`src/rtl/gds_defines.vh`:
```
`ifndef GDS_DEFINES_VH
`define GDS_DEFINES_VH

// apb register byte offsets
`define GDS_OFS_CURRENT      8'h00
`define GDS_OFS_TIMING       8'h04
`define GDS_OFS_LEVEL        8'h08
`define GDS_OFS_STATUS       8'h0C

// current register fields
`define GDS_HS_ON_LSB        0
`define GDS_HS_OFF_LSB       4
`define GDS_LS_ON_LSB        8
`define GDS_LS_OFF_LSB       12
`define GDS_PRE_ON_LSB       16
`define GDS_PRE_OFF_LSB      24

// timing register fields, one byte each
`define GDS_T1_LSB           0
`define GDS_T2_LSB           8
`define GDS_T3_LSB           16
`define GDS_T4_LSB           24

// reset values
`define GDS_CURRENT_RST      32'h0000_0000
`define GDS_TIMING_RST       32'h0000_0000
`define GDS_LEVEL_RST        2'h2

// drive current code standing for full strength (1.5 A)
`define GDS_CODE_FULL        5'h10

// interval limits
`define GDS_CLK_PERIOD_NS    25
`define GDS_T13_MAX_NS       2590
`define GDS_T24_MAX_NS       2550
// longest intervals in clock cycles, the ns limits divided by the 25 ns clock period (rounded down)
`define GDS_T13_MAX_CYC      8'h67
`define GDS_T24_MAX_CYC      8'h66

`endif

```
`src/rtl/gds_sequencer.v`:
```
// Local design decisions: register access over APB and the register offsets.
`timescale 1ns/100ps
`include "gds_defines.vh"

module gds_sequencer (
  input  wire        clk_sys,
  input  wire        reset_n,
  input  wire        psel,
  input  wire        penable,
  input  wire        pwrite,
  input  wire [7:0]  paddr,
  input  wire [31:0] pwdata,
  output reg  [31:0] prdata,
  output wire        pready,
  output wire        pslverr,
  input  wire [2:0]  high_side_input,
  input  wire [2:0]  low_side_input,
  output reg  [14:0] high_side_current,
  output reg  [2:0]  high_side_sourcing,
  output reg  [14:0] low_side_current,
  output reg  [2:0]  low_side_sourcing,
  output reg  [1:0]  gate_drive_level_select
);

  localparam [5:0] ST_OFF     = 6'b000001;
  localparam [5:0] ST_PRE_ON  = 6'b000010;
  localparam [5:0] ST_CTL_ON  = 6'b000100;
  localparam [5:0] ST_FULL_ON = 6'b001000;
  localparam [5:0] ST_PRE_OFF = 6'b010000;
  localparam [5:0] ST_CTL_OFF = 6'b100000;

  reg  [31:0] current_q;
  reg  [31:0] timing_q;
  reg  [5:0]  in_prev_q;
  reg  [35:0] st_q;
  reg  [35:0] st_d;
  reg  [47:0] cnt_q;
  reg  [47:0] cnt_d;
  reg  [31:0] rdata_d;
  reg         hit_d;
  wire [5:0]  drv_in;
  wire [7:0]  t1;
  wire [7:0]  t2;
  wire [7:0]  t3;
  wire [7:0]  t4;
  wire        wr_en;
  wire [5:0]  rise;
  wire [5:0]  fall;
  reg  [29:0] code_d;
  reg  [5:0]  src_d;
  integer     i;
  integer     k;

  assign drv_in = {low_side_input, high_side_input};
  assign wr_en  = psel & penable & pwrite;
  // registers answer at once; no wait state is ever inserted
  assign pready = 1'b1;
  // edges against last cycle's sample; an input already high at release counts as a rise
  assign rise   = drv_in & ~in_prev_q;
  assign fall   = ~drv_in & in_prev_q;

  // limit an interval code to the longest supported duration
  function [7:0] gds_clamp;
    input [7:0] code;
    input [7:0] lim;
    begin
      gds_clamp = (code > lim) ? lim : code;
    end
  endfunction

  // one interval setting per segment, shared by all drivers
  assign t1 = gds_clamp(timing_q[`GDS_T1_LSB +: 8], `GDS_T13_MAX_CYC);
  assign t2 = gds_clamp(timing_q[`GDS_T2_LSB +: 8], `GDS_T24_MAX_CYC);
  assign t3 = gds_clamp(timing_q[`GDS_T3_LSB +: 8], `GDS_T13_MAX_CYC);
  assign t4 = gds_clamp(timing_q[`GDS_T4_LSB +: 8], `GDS_T24_MAX_CYC);

  // drive current code for a state; ls selects the low-side settings
  function [4:0] gds_code;
    input [5:0]  st;
    input        ls;
    input [31:0] cur;
    begin
      case (st)
        ST_PRE_ON: gds_code = cur[`GDS_PRE_ON_LSB +: 5];
        ST_CTL_ON: gds_code = ls ? {1'b0, cur[`GDS_LS_ON_LSB +: 4]}
                                 : {1'b0, cur[`GDS_HS_ON_LSB +: 4]};
        ST_PRE_OFF: gds_code = cur[`GDS_PRE_OFF_LSB +: 5];
        ST_CTL_OFF: gds_code = ls ? {1'b0, cur[`GDS_LS_OFF_LSB +: 4]}
                                  : {1'b0, cur[`GDS_HS_OFF_LSB +: 4]};
        default: gds_code = `GDS_CODE_FULL; // full source when on, strong pull-down when off
      endcase
    end
  endfunction

  // code values above full strength are not defined; cap them
  function [4:0] gds_cap;
    input [4:0] code;
    begin
      gds_cap = (code > `GDS_CODE_FULL) ? `GDS_CODE_FULL : code;
    end
  endfunction

  // sourcing states pull the gate up; every other state sinks
  function gds_is_on;
    input [5:0] st;
    begin
      gds_is_on = |(st & (ST_PRE_ON | ST_CTL_ON | ST_FULL_ON));
    end
  endfunction

  // status word: busy flag and sampled input per driver
  function [31:0] gds_status;
    input [35:0] st;
    input [5:0]  smp;
    integer      n;
    begin
      gds_status = 32'h0000_0000;
      for (n = 0; n < 6; n = n + 1) begin
        gds_status[n]     = ~st[n*6];
        gds_status[8 + n] = smp[n];
      end
    end
  endfunction

  // sequencer next state, one per driver
  always @* begin
    st_d  = st_q;
    cnt_d = cnt_q;
    for (i = 0; i < 6; i = i + 1) begin
      if (rise[i]) begin
        // any edge restarts, even mid-sequence
        // the counter is reloaded, so no count of the abandoned segment survives
        if (t1 != 8'h00) begin
          st_d[i*6 +: 6]  = ST_PRE_ON;
          cnt_d[i*8 +: 8] = t1;
        end else if (t2 != 8'h00) begin
          st_d[i*6 +: 6]  = ST_CTL_ON;
          cnt_d[i*8 +: 8] = t2;
        end else begin
          st_d[i*6 +: 6]  = ST_FULL_ON;
          cnt_d[i*8 +: 8] = 8'h00;
        end
      end else if (fall[i]) begin
        if (t3 != 8'h00) begin
          st_d[i*6 +: 6]  = ST_PRE_OFF;
          cnt_d[i*8 +: 8] = t3;
        end else if (t4 != 8'h00) begin
          st_d[i*6 +: 6]  = ST_CTL_OFF;
          cnt_d[i*8 +: 8] = t4;
        end else begin
          st_d[i*6 +: 6]  = ST_OFF;
          cnt_d[i*8 +: 8] = 8'h00;
        end
      end else begin
        case (st_q[i*6 +: 6])
          ST_PRE_ON: begin
            if (cnt_q[i*8 +: 8] == 8'h01) begin
              // next segment starts in the same edge, no gap
              st_d[i*6 +: 6]  = (t2 != 8'h00) ? ST_CTL_ON : ST_FULL_ON;
              cnt_d[i*8 +: 8] = t2;
            end else begin
              cnt_d[i*8 +: 8] = cnt_q[i*8 +: 8] - 8'h01;
            end
          end
          ST_CTL_ON: begin
            if (cnt_q[i*8 +: 8] == 8'h01) begin
              st_d[i*6 +: 6]  = ST_FULL_ON;
              cnt_d[i*8 +: 8] = 8'h00;
            end else begin
              cnt_d[i*8 +: 8] = cnt_q[i*8 +: 8] - 8'h01;
            end
          end
          ST_PRE_OFF: begin
            if (cnt_q[i*8 +: 8] == 8'h01) begin
              st_d[i*6 +: 6]  = (t4 != 8'h00) ? ST_CTL_OFF : ST_OFF;
              cnt_d[i*8 +: 8] = t4;
            end else begin
              cnt_d[i*8 +: 8] = cnt_q[i*8 +: 8] - 8'h01;
            end
          end
          ST_CTL_OFF: begin
            if (cnt_q[i*8 +: 8] == 8'h01) begin
              st_d[i*6 +: 6]  = ST_OFF;
              cnt_d[i*8 +: 8] = 8'h00;
            end else begin
              cnt_d[i*8 +: 8] = cnt_q[i*8 +: 8] - 8'h01;
            end
          end
          ST_FULL_ON: begin
            st_d[i*6 +: 6] = ST_FULL_ON; // no timeout, so 100 % duty holds
          end
          ST_OFF: begin
            st_d[i*6 +: 6] = ST_OFF;
          end
          default: begin
            // a corrupt state word falls back to off rather than locking the driver
            st_d[i*6 +: 6]  = ST_OFF;
            cnt_d[i*8 +: 8] = 8'h00;
          end
        endcase
      end
    end
  end

  // output codes from the next state, so outputs move on the edge that samples the input
  always @* begin
    code_d = 30'h0;
    src_d  = 6'h00;
    for (k = 0; k < 6; k = k + 1) begin
      code_d[k*5 +: 5] = gds_cap(gds_code(st_d[k*6 +: 6], k >= 3, current_q));
      src_d[k]         = gds_is_on(st_d[k*6 +: 6]);
    end
  end

  // drivers and their registered outputs
  always @(posedge clk_sys or negedge reset_n) begin
    if (!reset_n) begin
      in_prev_q          <= 6'h00;
      st_q               <= {6{ST_OFF}};
      cnt_q              <= 48'h0000_0000_0000;
      // reset leaves every gate on strong sink
      high_side_current  <= {3{`GDS_CODE_FULL}};
      low_side_current   <= {3{`GDS_CODE_FULL}};
      high_side_sourcing <= 3'h0;
      low_side_sourcing  <= 3'h0;
    end else begin
      in_prev_q <= drv_in;
      st_q      <= st_d;
      cnt_q     <= cnt_d;
      high_side_current  <= code_d[14:0];
      low_side_current   <= code_d[29:15];
      high_side_sourcing <= src_d[2:0];
      low_side_sourcing  <= src_d[5:3];
    end
  end

  // apb register file, zero wait states
  always @(posedge clk_sys or negedge reset_n) begin
    if (!reset_n) begin
      current_q               <= `GDS_CURRENT_RST;
      timing_q                <= `GDS_TIMING_RST;
      gate_drive_level_select <= `GDS_LEVEL_RST; // twelve-volt code
    end else if (wr_en) begin
      case (paddr)
        // reserved current bits kept zero so a read shows only the bits the drivers use
        `GDS_OFS_CURRENT: current_q <= pwdata & 32'h1F1F_FFFF;
        // limitation: a new interval reaches a driver only at its next segment load
        `GDS_OFS_TIMING:  timing_q  <= pwdata;
        `GDS_OFS_LEVEL:   gate_drive_level_select <= pwdata[1:0];
        default: begin
        end
      endcase
    end
  end

  always @* begin
    hit_d   = 1'b1;
    rdata_d = 32'h0000_0000;
    case (paddr)
      `GDS_OFS_CURRENT: rdata_d = current_q;
      `GDS_OFS_TIMING:  rdata_d = timing_q;
      `GDS_OFS_LEVEL:   rdata_d = {30'h0, gate_drive_level_select};
      `GDS_OFS_STATUS:  rdata_d = gds_status(st_q, in_prev_q);
      default: hit_d = 1'b0;
    endcase
  end

  // read data captured in the setup cycle so it leaves a flip-flop
  always @(posedge clk_sys or negedge reset_n) begin
    if (!reset_n) begin
      prdata <= 32'h0000_0000;
    end else if (psel & ~penable & ~pwrite) begin
      prdata <= rdata_d;
    end
  end

  // pslverr marks unmapped offsets; writes to them are dropped
  assign pslverr = psel & penable & ~hit_d;

endmodule // gds_sequencer

```
`config.mk`:
```
export PLATFORM = sky130hd
export DESIGN_NAME = gds_sequencer
export DESIGN_NICKNAME = d
export VERILOG_FILES = /design/src/rtl/gds_sequencer.v
export VERILOG_INCLUDE_DIRS = /design/src /design/src/rtl
export SDC_FILE = /design/constraint.sdc
export NUM_CORES = 1
export LEC_CHECK = 0
export ABC_AREA = 1
export BUFFER_PORTS_ARGS = -buffer_cell sky130_fd_sc_hd__buf_2
export CAP_MARGIN = 20
export CORE_MARGIN = 5
export CORE_UTILIZATION = 30
export CTS_CLUSTER_SIZE = 10
export DETAILED_ROUTE_END_ITERATION = 10
export PLACE_DENSITY = 0.51
export SYNTH_ARGS = -nofsm -noshare
export SYNTH_HDL_FRONTEND = slang
export SYNTH_SLANG_ARGS = --single-unit
```
`constraint.sdc`:
```
create_clock -name clk_sys -period 3.1 [get_ports clk_sys]
set_input_delay 0.62 -clock clk_sys [delete_from_list [all_inputs] [get_ports clk_sys]]
set_output_delay 0.62 -clock clk_sys [all_outputs]
set_load 0.005 [all_outputs]
```
==> out/qor.log, run 1 <==
[cells_and_area] Final nets 2079
[worst_hold_path] cell depth of the worst hold path 1
[worst_setup_path] flop-to-flop setup slack 0.52 ns
[timing] unrepaired setup endpoints after global routing no
[floorplanning] number of top-level pins 123
[drt] via count 13410
[cells_and_area] most common cell after layout, fill and taps aside nand2_1
[grt] wire length of the first global-routing pass 81680 um
[worst_setup_path] CP Data Required Time 3.59 ns
[grt] vias in the first global route 12970
[drt] Total Routed Length 53990 um
[synthesis] prevailing post-synth register cell dfrtp_1
[clock_tree] number of sinks on the clock net 218
[drt] violation count after the first detailed-route iteration 1242
[worst_setup_path] crit path buf inv count 3
[cells_and_area] register area 5472 um2
[placement] IO buf count 121
[worst_setup_path] largest delay contributor family on the critical path simple AND/OR/NAND/NOR gates
[cells_and_area] proportion of layout cells with a drive suffix above 1 14.19%
[synthesis] fraction of registers with async set/reset 100.0%
[floorplanning] Die Y 218.2 um
[drt] count of TritonRoute iterations in the first routing pass 6
[cells_and_area] most frequent cells in the layout nand2_1, o21ai_0, nor2_1, inv_1, dfrtp_1
[worst_setup_path] data arrival time of the critical path 3.08 ns
[synthesis] Net Count, Synth 1905
[clock_tree] post-cts repair resize count 0
[floorplanning] width of the chip 218.2 um
[synthesis] share of the yosys chip area belonging to registers 42.08%
[timing] final hold violation count 0
[pwr] peak supply drop 0.3396 mV
[floorplanning] die area 47600 um2
[worst_setup_path] cell-by-cell listing of the critical path nor2_1 > nand3_1 > nand2_1 > inv_1 > nand2_1 > nand2_1 > o22ai_2 > nor2_1 > nor3b_2 > nor2_2 > inv_2 > nor2_1 > buf_4
[synthesis] per-instance average area after synthesis 7.058 um2
[synthesis] warnings from Yosys 0
[worst_hold_path] end point of the most critical hold path in_prev_q[3]
[timing] crit share post-route 83.30%
[timing] transition time at the pin with the least slew margin 0.8302 ns
[clock_tree] H-tree levels 1
[worst_setup_path] maximum single-stage delay on the critical path 0.41 ns
[timing] final total negative setup slack 0 ns
[clock_tree] worst-skew pair later-pin latency 0.58 ns
[clock_tree] clock buffer count from CTS 27
[cells_and_area] end-of-flow core utilization 36.29%
[grt] remaining global-route overflow 0
[floorplanning] starting utilization of the core area 30.25%
[worst_setup_path] startpoint kind of the worst setup timing path flop
[placement] Placed Cells incl. Taps 2571
[worst_hold_path] startpoint of the tightest hold check path low_side_input[0]
[grt] initial antenna violation count 4
[drt] ANT nets after route 0
[worst_setup_path] crit end category flop
[drt] vias per std cell 5.115
[worst_hold_path] class of the tightest hold or removal check in2reg
[synthesis] synth unique cells 53
[synthesis] number of enable-type register cells in the synthesized netlist 0
[placement] routability-driven placement congestion ratio 0.9356
[worst_setup_path] type of the worst setup path reg2reg
[synthesis] fraction of synthesized cell area taken by the top area cell type 39.46%
[timing] clock period minus worst slack 2.582 ns
[worst_setup_path] Crit Reg-Reg Endpoint high_side_current[13]
[flow_run] MaxCap Viol Count 0
[synthesis] Cell Area, Synth 13000 um2
[floorplanning] floorplan core area 42980 um2
[clock_tree] Reg clk slew, reported paths 0.07 ns
[grt] total track usage 22.31%
[clock_tree] maximum root-to-sink buffer count 3
[placement] half-perimeter wire length of the detailed placement result 39610 um
[worst_setup_path] startpoint of the most critical register-to-register path st_q[16]
[cells_and_area] multi-input logic area 6525 um2
[pwr] standby leakage power 7.890 nW
[worst_setup_path] worst r2r path cells 13
[cells_and_area] area added between synthesis and finish 19.99%
[grt] largest net degree at the start of global routing 64
[timing] final-report max-slew violation count 0
[drt] post-DR wirelength/cell 20.60 um
[cells_and_area] antenna cell count 0
[floorplanning] Placement Rows 76
[synthesis] Mapped Cells 1842
[cells_and_area] Non-Filler Instances 2621
[pwr] Power per Cell Area 472.1 nW/um2
[worst_setup_path] cell type of the slowest stage on the worst timing path dfrtp_1
[timing] Post-Route Skew 0.02670 ns
[clock_tree] buffer type at the clock tree root clkbuf_16
[cells_and_area] number of fillers in the final layout 4580
[synthesis] post-synthesis sequential element count 218
[timing] Peak Freq 387.2 MHz
[synthesis] post-synthesis cell type with the largest combined area dfrtp_1
[drt] detailed-route DRC error count 0
[timing] final count of negative-setup-slack endpoints 0
[status] result of the run complete, no violations
[synthesis] leading post-synthesis cells by cell area dfrtp_1, nand2_1, o21ai_0
[worst_setup_path] biggest fanout along the worst timing path 8
[clock_tree] # Post-CTS Setup Buffers 0
[timing] worst slew margin relative to its limit 44.65%
[clock_tree] clock tree from TritonCTS built
[worst max-delay path by stage]
stage / start / to / slack (ns) / depth (start not counted)
5_1_grt: st_q[16] / high_side_current[10] / 0.36 / 13
3_5_place_dp: low_side_input[0] / low_side_current[1] / 0.41 / 13
4_1_cts: st_q[16] / high_side_current[13] / 0.58 / 13
6_report: st_q[16] / high_side_current[13] / 0.52 / 13
3_3_place_gp: timing_q[12] / cnt_q[1] / 0.38 / 8
2_1_floorplan: paddr[1] / timing_q[22] / 0.95 / 7
[synth_stat cells, types with 7 or more instances]
cell	count
a21oi_1	64
a221oi_1	9
clkbuf_1	36
clkbuf_2	9
dfrtp_1	205
dfstp_2	13
ha_1	12
inv_1	205
inv_2	8
nand2_1	516
nand3_1	134
nand4_1	15
nor2_1	217
nor2_2	12
nor3_1	7
o211ai_1	16
o21ai_0	222
o21ai_1	14
o221ai_1	32
o22ai_1	8
or2_1	7
xor2_1	12
[metrics by stage]
step	cell area [um2]	setup WS (ns)	hold WS, ns	power, mW
2_1_floorplan	13000	0.9523	0.3244	3.893
3_3_place_gp	14770	0.3784	0.4598	4.416
3_5_place_dp	14780	0.4108	0.4600	4.416
4_1_cts	15600	0.5824	0.1361	7.439
5_1_grt	15600	0.3592	0.1455	7.740
6_report	15600	0.5176	0.1671	7.365
[cell families after synthesis]
logic type,share of synthesized area (%)
flip-flops,42.08
buffers and inverters,7.920
XOR/XNOR,0.8084
AO/OA/AOI/OAI,17.52
multiplexers,0.1732
adder cells (fa/ha/maj),1.155
other,0.02884
AND/OR/NAND/NOR,30.31
[registers in the layout, indices dropped and copies added (netlist names)]
name / cells
cnt_q: 48
current_q: 26
gate_drive_level_select: 2
high_side_current: 15
high_side_sourcing: 3
in_prev_q: 6
low_side_current: 15
low_side_sourcing: 3
prdata: 32
st_q: 36
timing_q: 32
[metal layers]
metal,up-vias,part of all wire (%),track usage (%)
li1,6412,-,-
met1,6314,44,30.47
met2,553,44,34.98
met3,127,8.0,4.959
met4,0,4.0,7.913
met5,-,0,0
[cell type report]
cell class              instances  share of cell area, %
clock inverters                 3                 0.1444
well taps                     585                  4.692
clock buffers                  46                  5.045
repair buffers                197                  8.045
multi-input cells            1357                  41.83
flip-flops and latches        218                  35.07
inverters                     215                  5.173
[report_power, final]
group / switching [mW] / internal (mW) / leakage, nW
logic: 0.858 / 0.389 / 4.62
clock network: 1.27 / 1.71 / 0.392
registers: 0.137 / 3.00 / 2.88
total: 2.27 / 5.10 / 7.89
[repair_timing]
| item | 4_1_cts | 5_1_grt |
|---|---|---|
| endpoints found under the setup margin | 0 | 0 |
| endpoints found under the hold margin | 34 | 0 |
| hold buffers | 1 | 0 |
(Power assumes the default switching activity.)
==> run 2, diff against run 1 <==
- clock period: 3.1 -> 2.5 ns (I/O delays scaled with it)
==> run 2 against run 1 <==
Effect of this change:
- clock power rose by 36%
- final cell count rose by 2.8%
- sequential share of layout area fell by 1.5 points
- wire length rose by 4.6%
- power rose by 30%
- via count rose by 2.2%
- die area did not move
- worst hold slack got worse by 0.094 ns
- combinational power rose by 34%
- sequential power rose by 24%
- clock skew fell by 0.0033 ns
==> out/qor.log, run 2 (synthesis gave the netlist of run 1 again) <==
[worst_setup_path] cell-by-cell listing of the critical path or2_1 > nor2_2 > nand3_2 > nor3_4 > buf_4 > buf_4 > o21ai_1 > nand2_1 > nand2_1 > nor2_1 > nand2_1 > nor2_1 > nor2_1 > nor2_1
[clock_tree] Reg clk slew, reported paths 0.06 ns
[grt] vias in the first global route 13270
[cells_and_area] register name with the most flops cnt_q
[flow_run] MaxCap Viol Count 0
[cells_and_area] antenna cell count 0
[drt] vias per std cell 5.087
[cells_and_area] Final nets 2150
[timing] Post-Route Skew 0.02337 ns
[worst_setup_path] maximum single-stage delay on the critical path 0.40 ns
[floorplanning] floorplan core area 42980 um2
[drt] via count 13710
[worst_setup_path] cell type of the slowest stage on the worst timing path dfrtp_1
[placement] IO buf count 121
[grt] initial antenna violation count 1
[floorplanning] die area 47600 um2
[status] result of the run complete, no violations
[timing] slack of the critical path 0.1370 ns
[worst_setup_path] most frequent CP cell nor2_1
[cells_and_area] number of fillers in the final layout 4623
[drt] Total Routed Length 56470 um
[pwr] Power per Cell Area 588.7 nW/um2
[timing] clock period minus worst slack 2.363 ns
[placement] routability-driven placement congestion ratio 0.9682
[clock_tree] clock buffer count from CTS 28
[grt] wire length of the first global-routing pass 83920 um
[grt] remaining global-route overflow 0
[clock_tree] H-tree levels 1
[worst_setup_path] data arrival time of the critical path 2.86 ns
[clock_tree] maximum root-to-sink buffer count 3
[pwr] PnR Total Power 9.593 mW
[worst_setup_path] CP Data Required Time 2.99 ns
[pwr] peak supply drop 0.4381 mV
[timing] Peak Freq 423.2 MHz
[cells_and_area] most frequent cells in the layout nand2_1, o21ai_0, nor2_1, dfrtp_1, inv_1
[cells_and_area] end-of-flow core utilization 37.92%
[drt] count of TritonRoute iterations in the first routing pass 6
[grt] largest net degree at the start of global routing 57
[timing] final hold violation count 0
[worst_setup_path] biggest fanout along the worst timing path 7
[timing] final-report max-slew violation count 0
[timing] worst slew margin relative to its limit 49.41%
[floorplanning] number of top-level pins 123
[floorplanning] width of the chip 218.2 um
[placement] half-perimeter wire length of the detailed placement result 41330 um
[drt] detailed-route DRC error count 0
[timing] crit share post-route 94.52%
[drt] ANT nets after route 0
[worst_setup_path] crit end category flop
[worst_setup_path] startpoint kind of the worst setup timing path flop
[timing] transition time at the pin with the least slew margin 0.7561 ns
[cells_and_area] most common cell after layout, fill and taps aside nand2_1
[worst_hold_path] cell depth of the worst hold path 1
[worst_hold_path] class of the tightest hold or removal check in2reg
[floorplanning] Placement Rows 76
[placement] Post-Place Worst Slack 0.09927 ns
[worst_setup_path] worst r2r path cells 14
[clock_tree] worst-skew pair later-pin latency 0.57 ns
[clock_tree] number of sinks on the clock net 218
[drt] violation count after the first detailed-route iteration 1083
[cells_and_area] Largest regs cnt_q (48), st_q (36)
[floorplanning] starting utilization of the core area 30.25%
[drt] post-DR wirelength/cell 20.96 um
[grt] total track usage 23.10%
[clock_tree] clock tree from TritonCTS built
[worst_setup_path] type of the worst setup path reg2reg
[timing] final count of negative-setup-slack endpoints 0
[clock_tree] buffer type at the clock tree root clkbuf_16
[cells_and_area] proportion of layout cells with a drive suffix above 1 18.07%
[floorplanning] Die Y 218.2 um
[pwr] standby leakage power 8.293 nW
[cells_and_area] area added between synthesis and finish 25.35%
[cells_and_area] max FFs per register 48
## run 2: critical path, delay by kind of cell (launching register included)
| kind | cells | cell delay (ns) |
|---|---|---|
| buf+inv | 2 | 0.28 |
| flops | 1 | 0.40 |
| simple gates | 11 | 1.43 |
| compound gates | 1 | 0.18 |
## run 2: final timing paths
kind                                         start              endpoint  slack (ns)
worst min-delay path            high_side_input[0]          in_prev_q[0]        0.07
min in group asynchronous                  reset_n  low_side_current[10]        0.46
worst min register to register          prdata[30]            prdata[30]        0.47
worst max-delay path                   timing_q[5]  high_side_current[1]        0.14
max in group asynchronous                  reset_n               st_q[0]        1.30
worst max register to register         timing_q[5]  high_side_current[1]        0.14
## run 2: area by class of cell
cell class                 instances  area [um2]  area share, %
sequential                       218        5472          33.57
inverter                         215       810.8          4.975
clock buffer                      45       805.8          4.944
multi-input combinational       1357        6579          40.37
clock inverter                     7       85.08         0.5221
timing repair buffer             267        1813          11.12
tap                              585       732.0          4.491
## run 2: layer usage
layer / part of all wire, % / vias to the layer above / global-route usage (%)
met2: 44 / 583 / 36.38
met3: 7.8 / 118 / 4.128
met5: 0 / - / 0
li1: - / 6568 / -
met4: 4.1 / 0 / 8.667
met1: 44 / 6436 / 31.85
## run 2: repair_timing
item	in CTS	in global routing
buffers inserted	0	10
gates resized for setup	0	25
endpoints found under the setup margin	0	32
endpoints found under the hold margin	47	0
hold buffers	1	0
## run 2: through the flow
| stage | hold WS (ns) | cells | setup TNS (ns) | area, um2 |
|---|---|---|---|---|
| after floorplan | 0.2044 | 1842 | 0 | 13000 |
| after global placement | 0.4620 | 2631 | 0 | 15240 |
| after detailed placement | 0.4598 | 2631 | 0 | 15240 |
| after CTS | 0.04544 | 2684 | 0 | 16140 |
| after global routing | 0.05705 | 2694 | -0.06929 | 16300 |
| final | 0.07299 | 2694 | 0 | 16300 |
## run 2: power breakdown
part	internal (mW)	switching [mW]
Clock	2.39	1.64
Combinational	0.564	1.11
Sequential	3.72	0.162
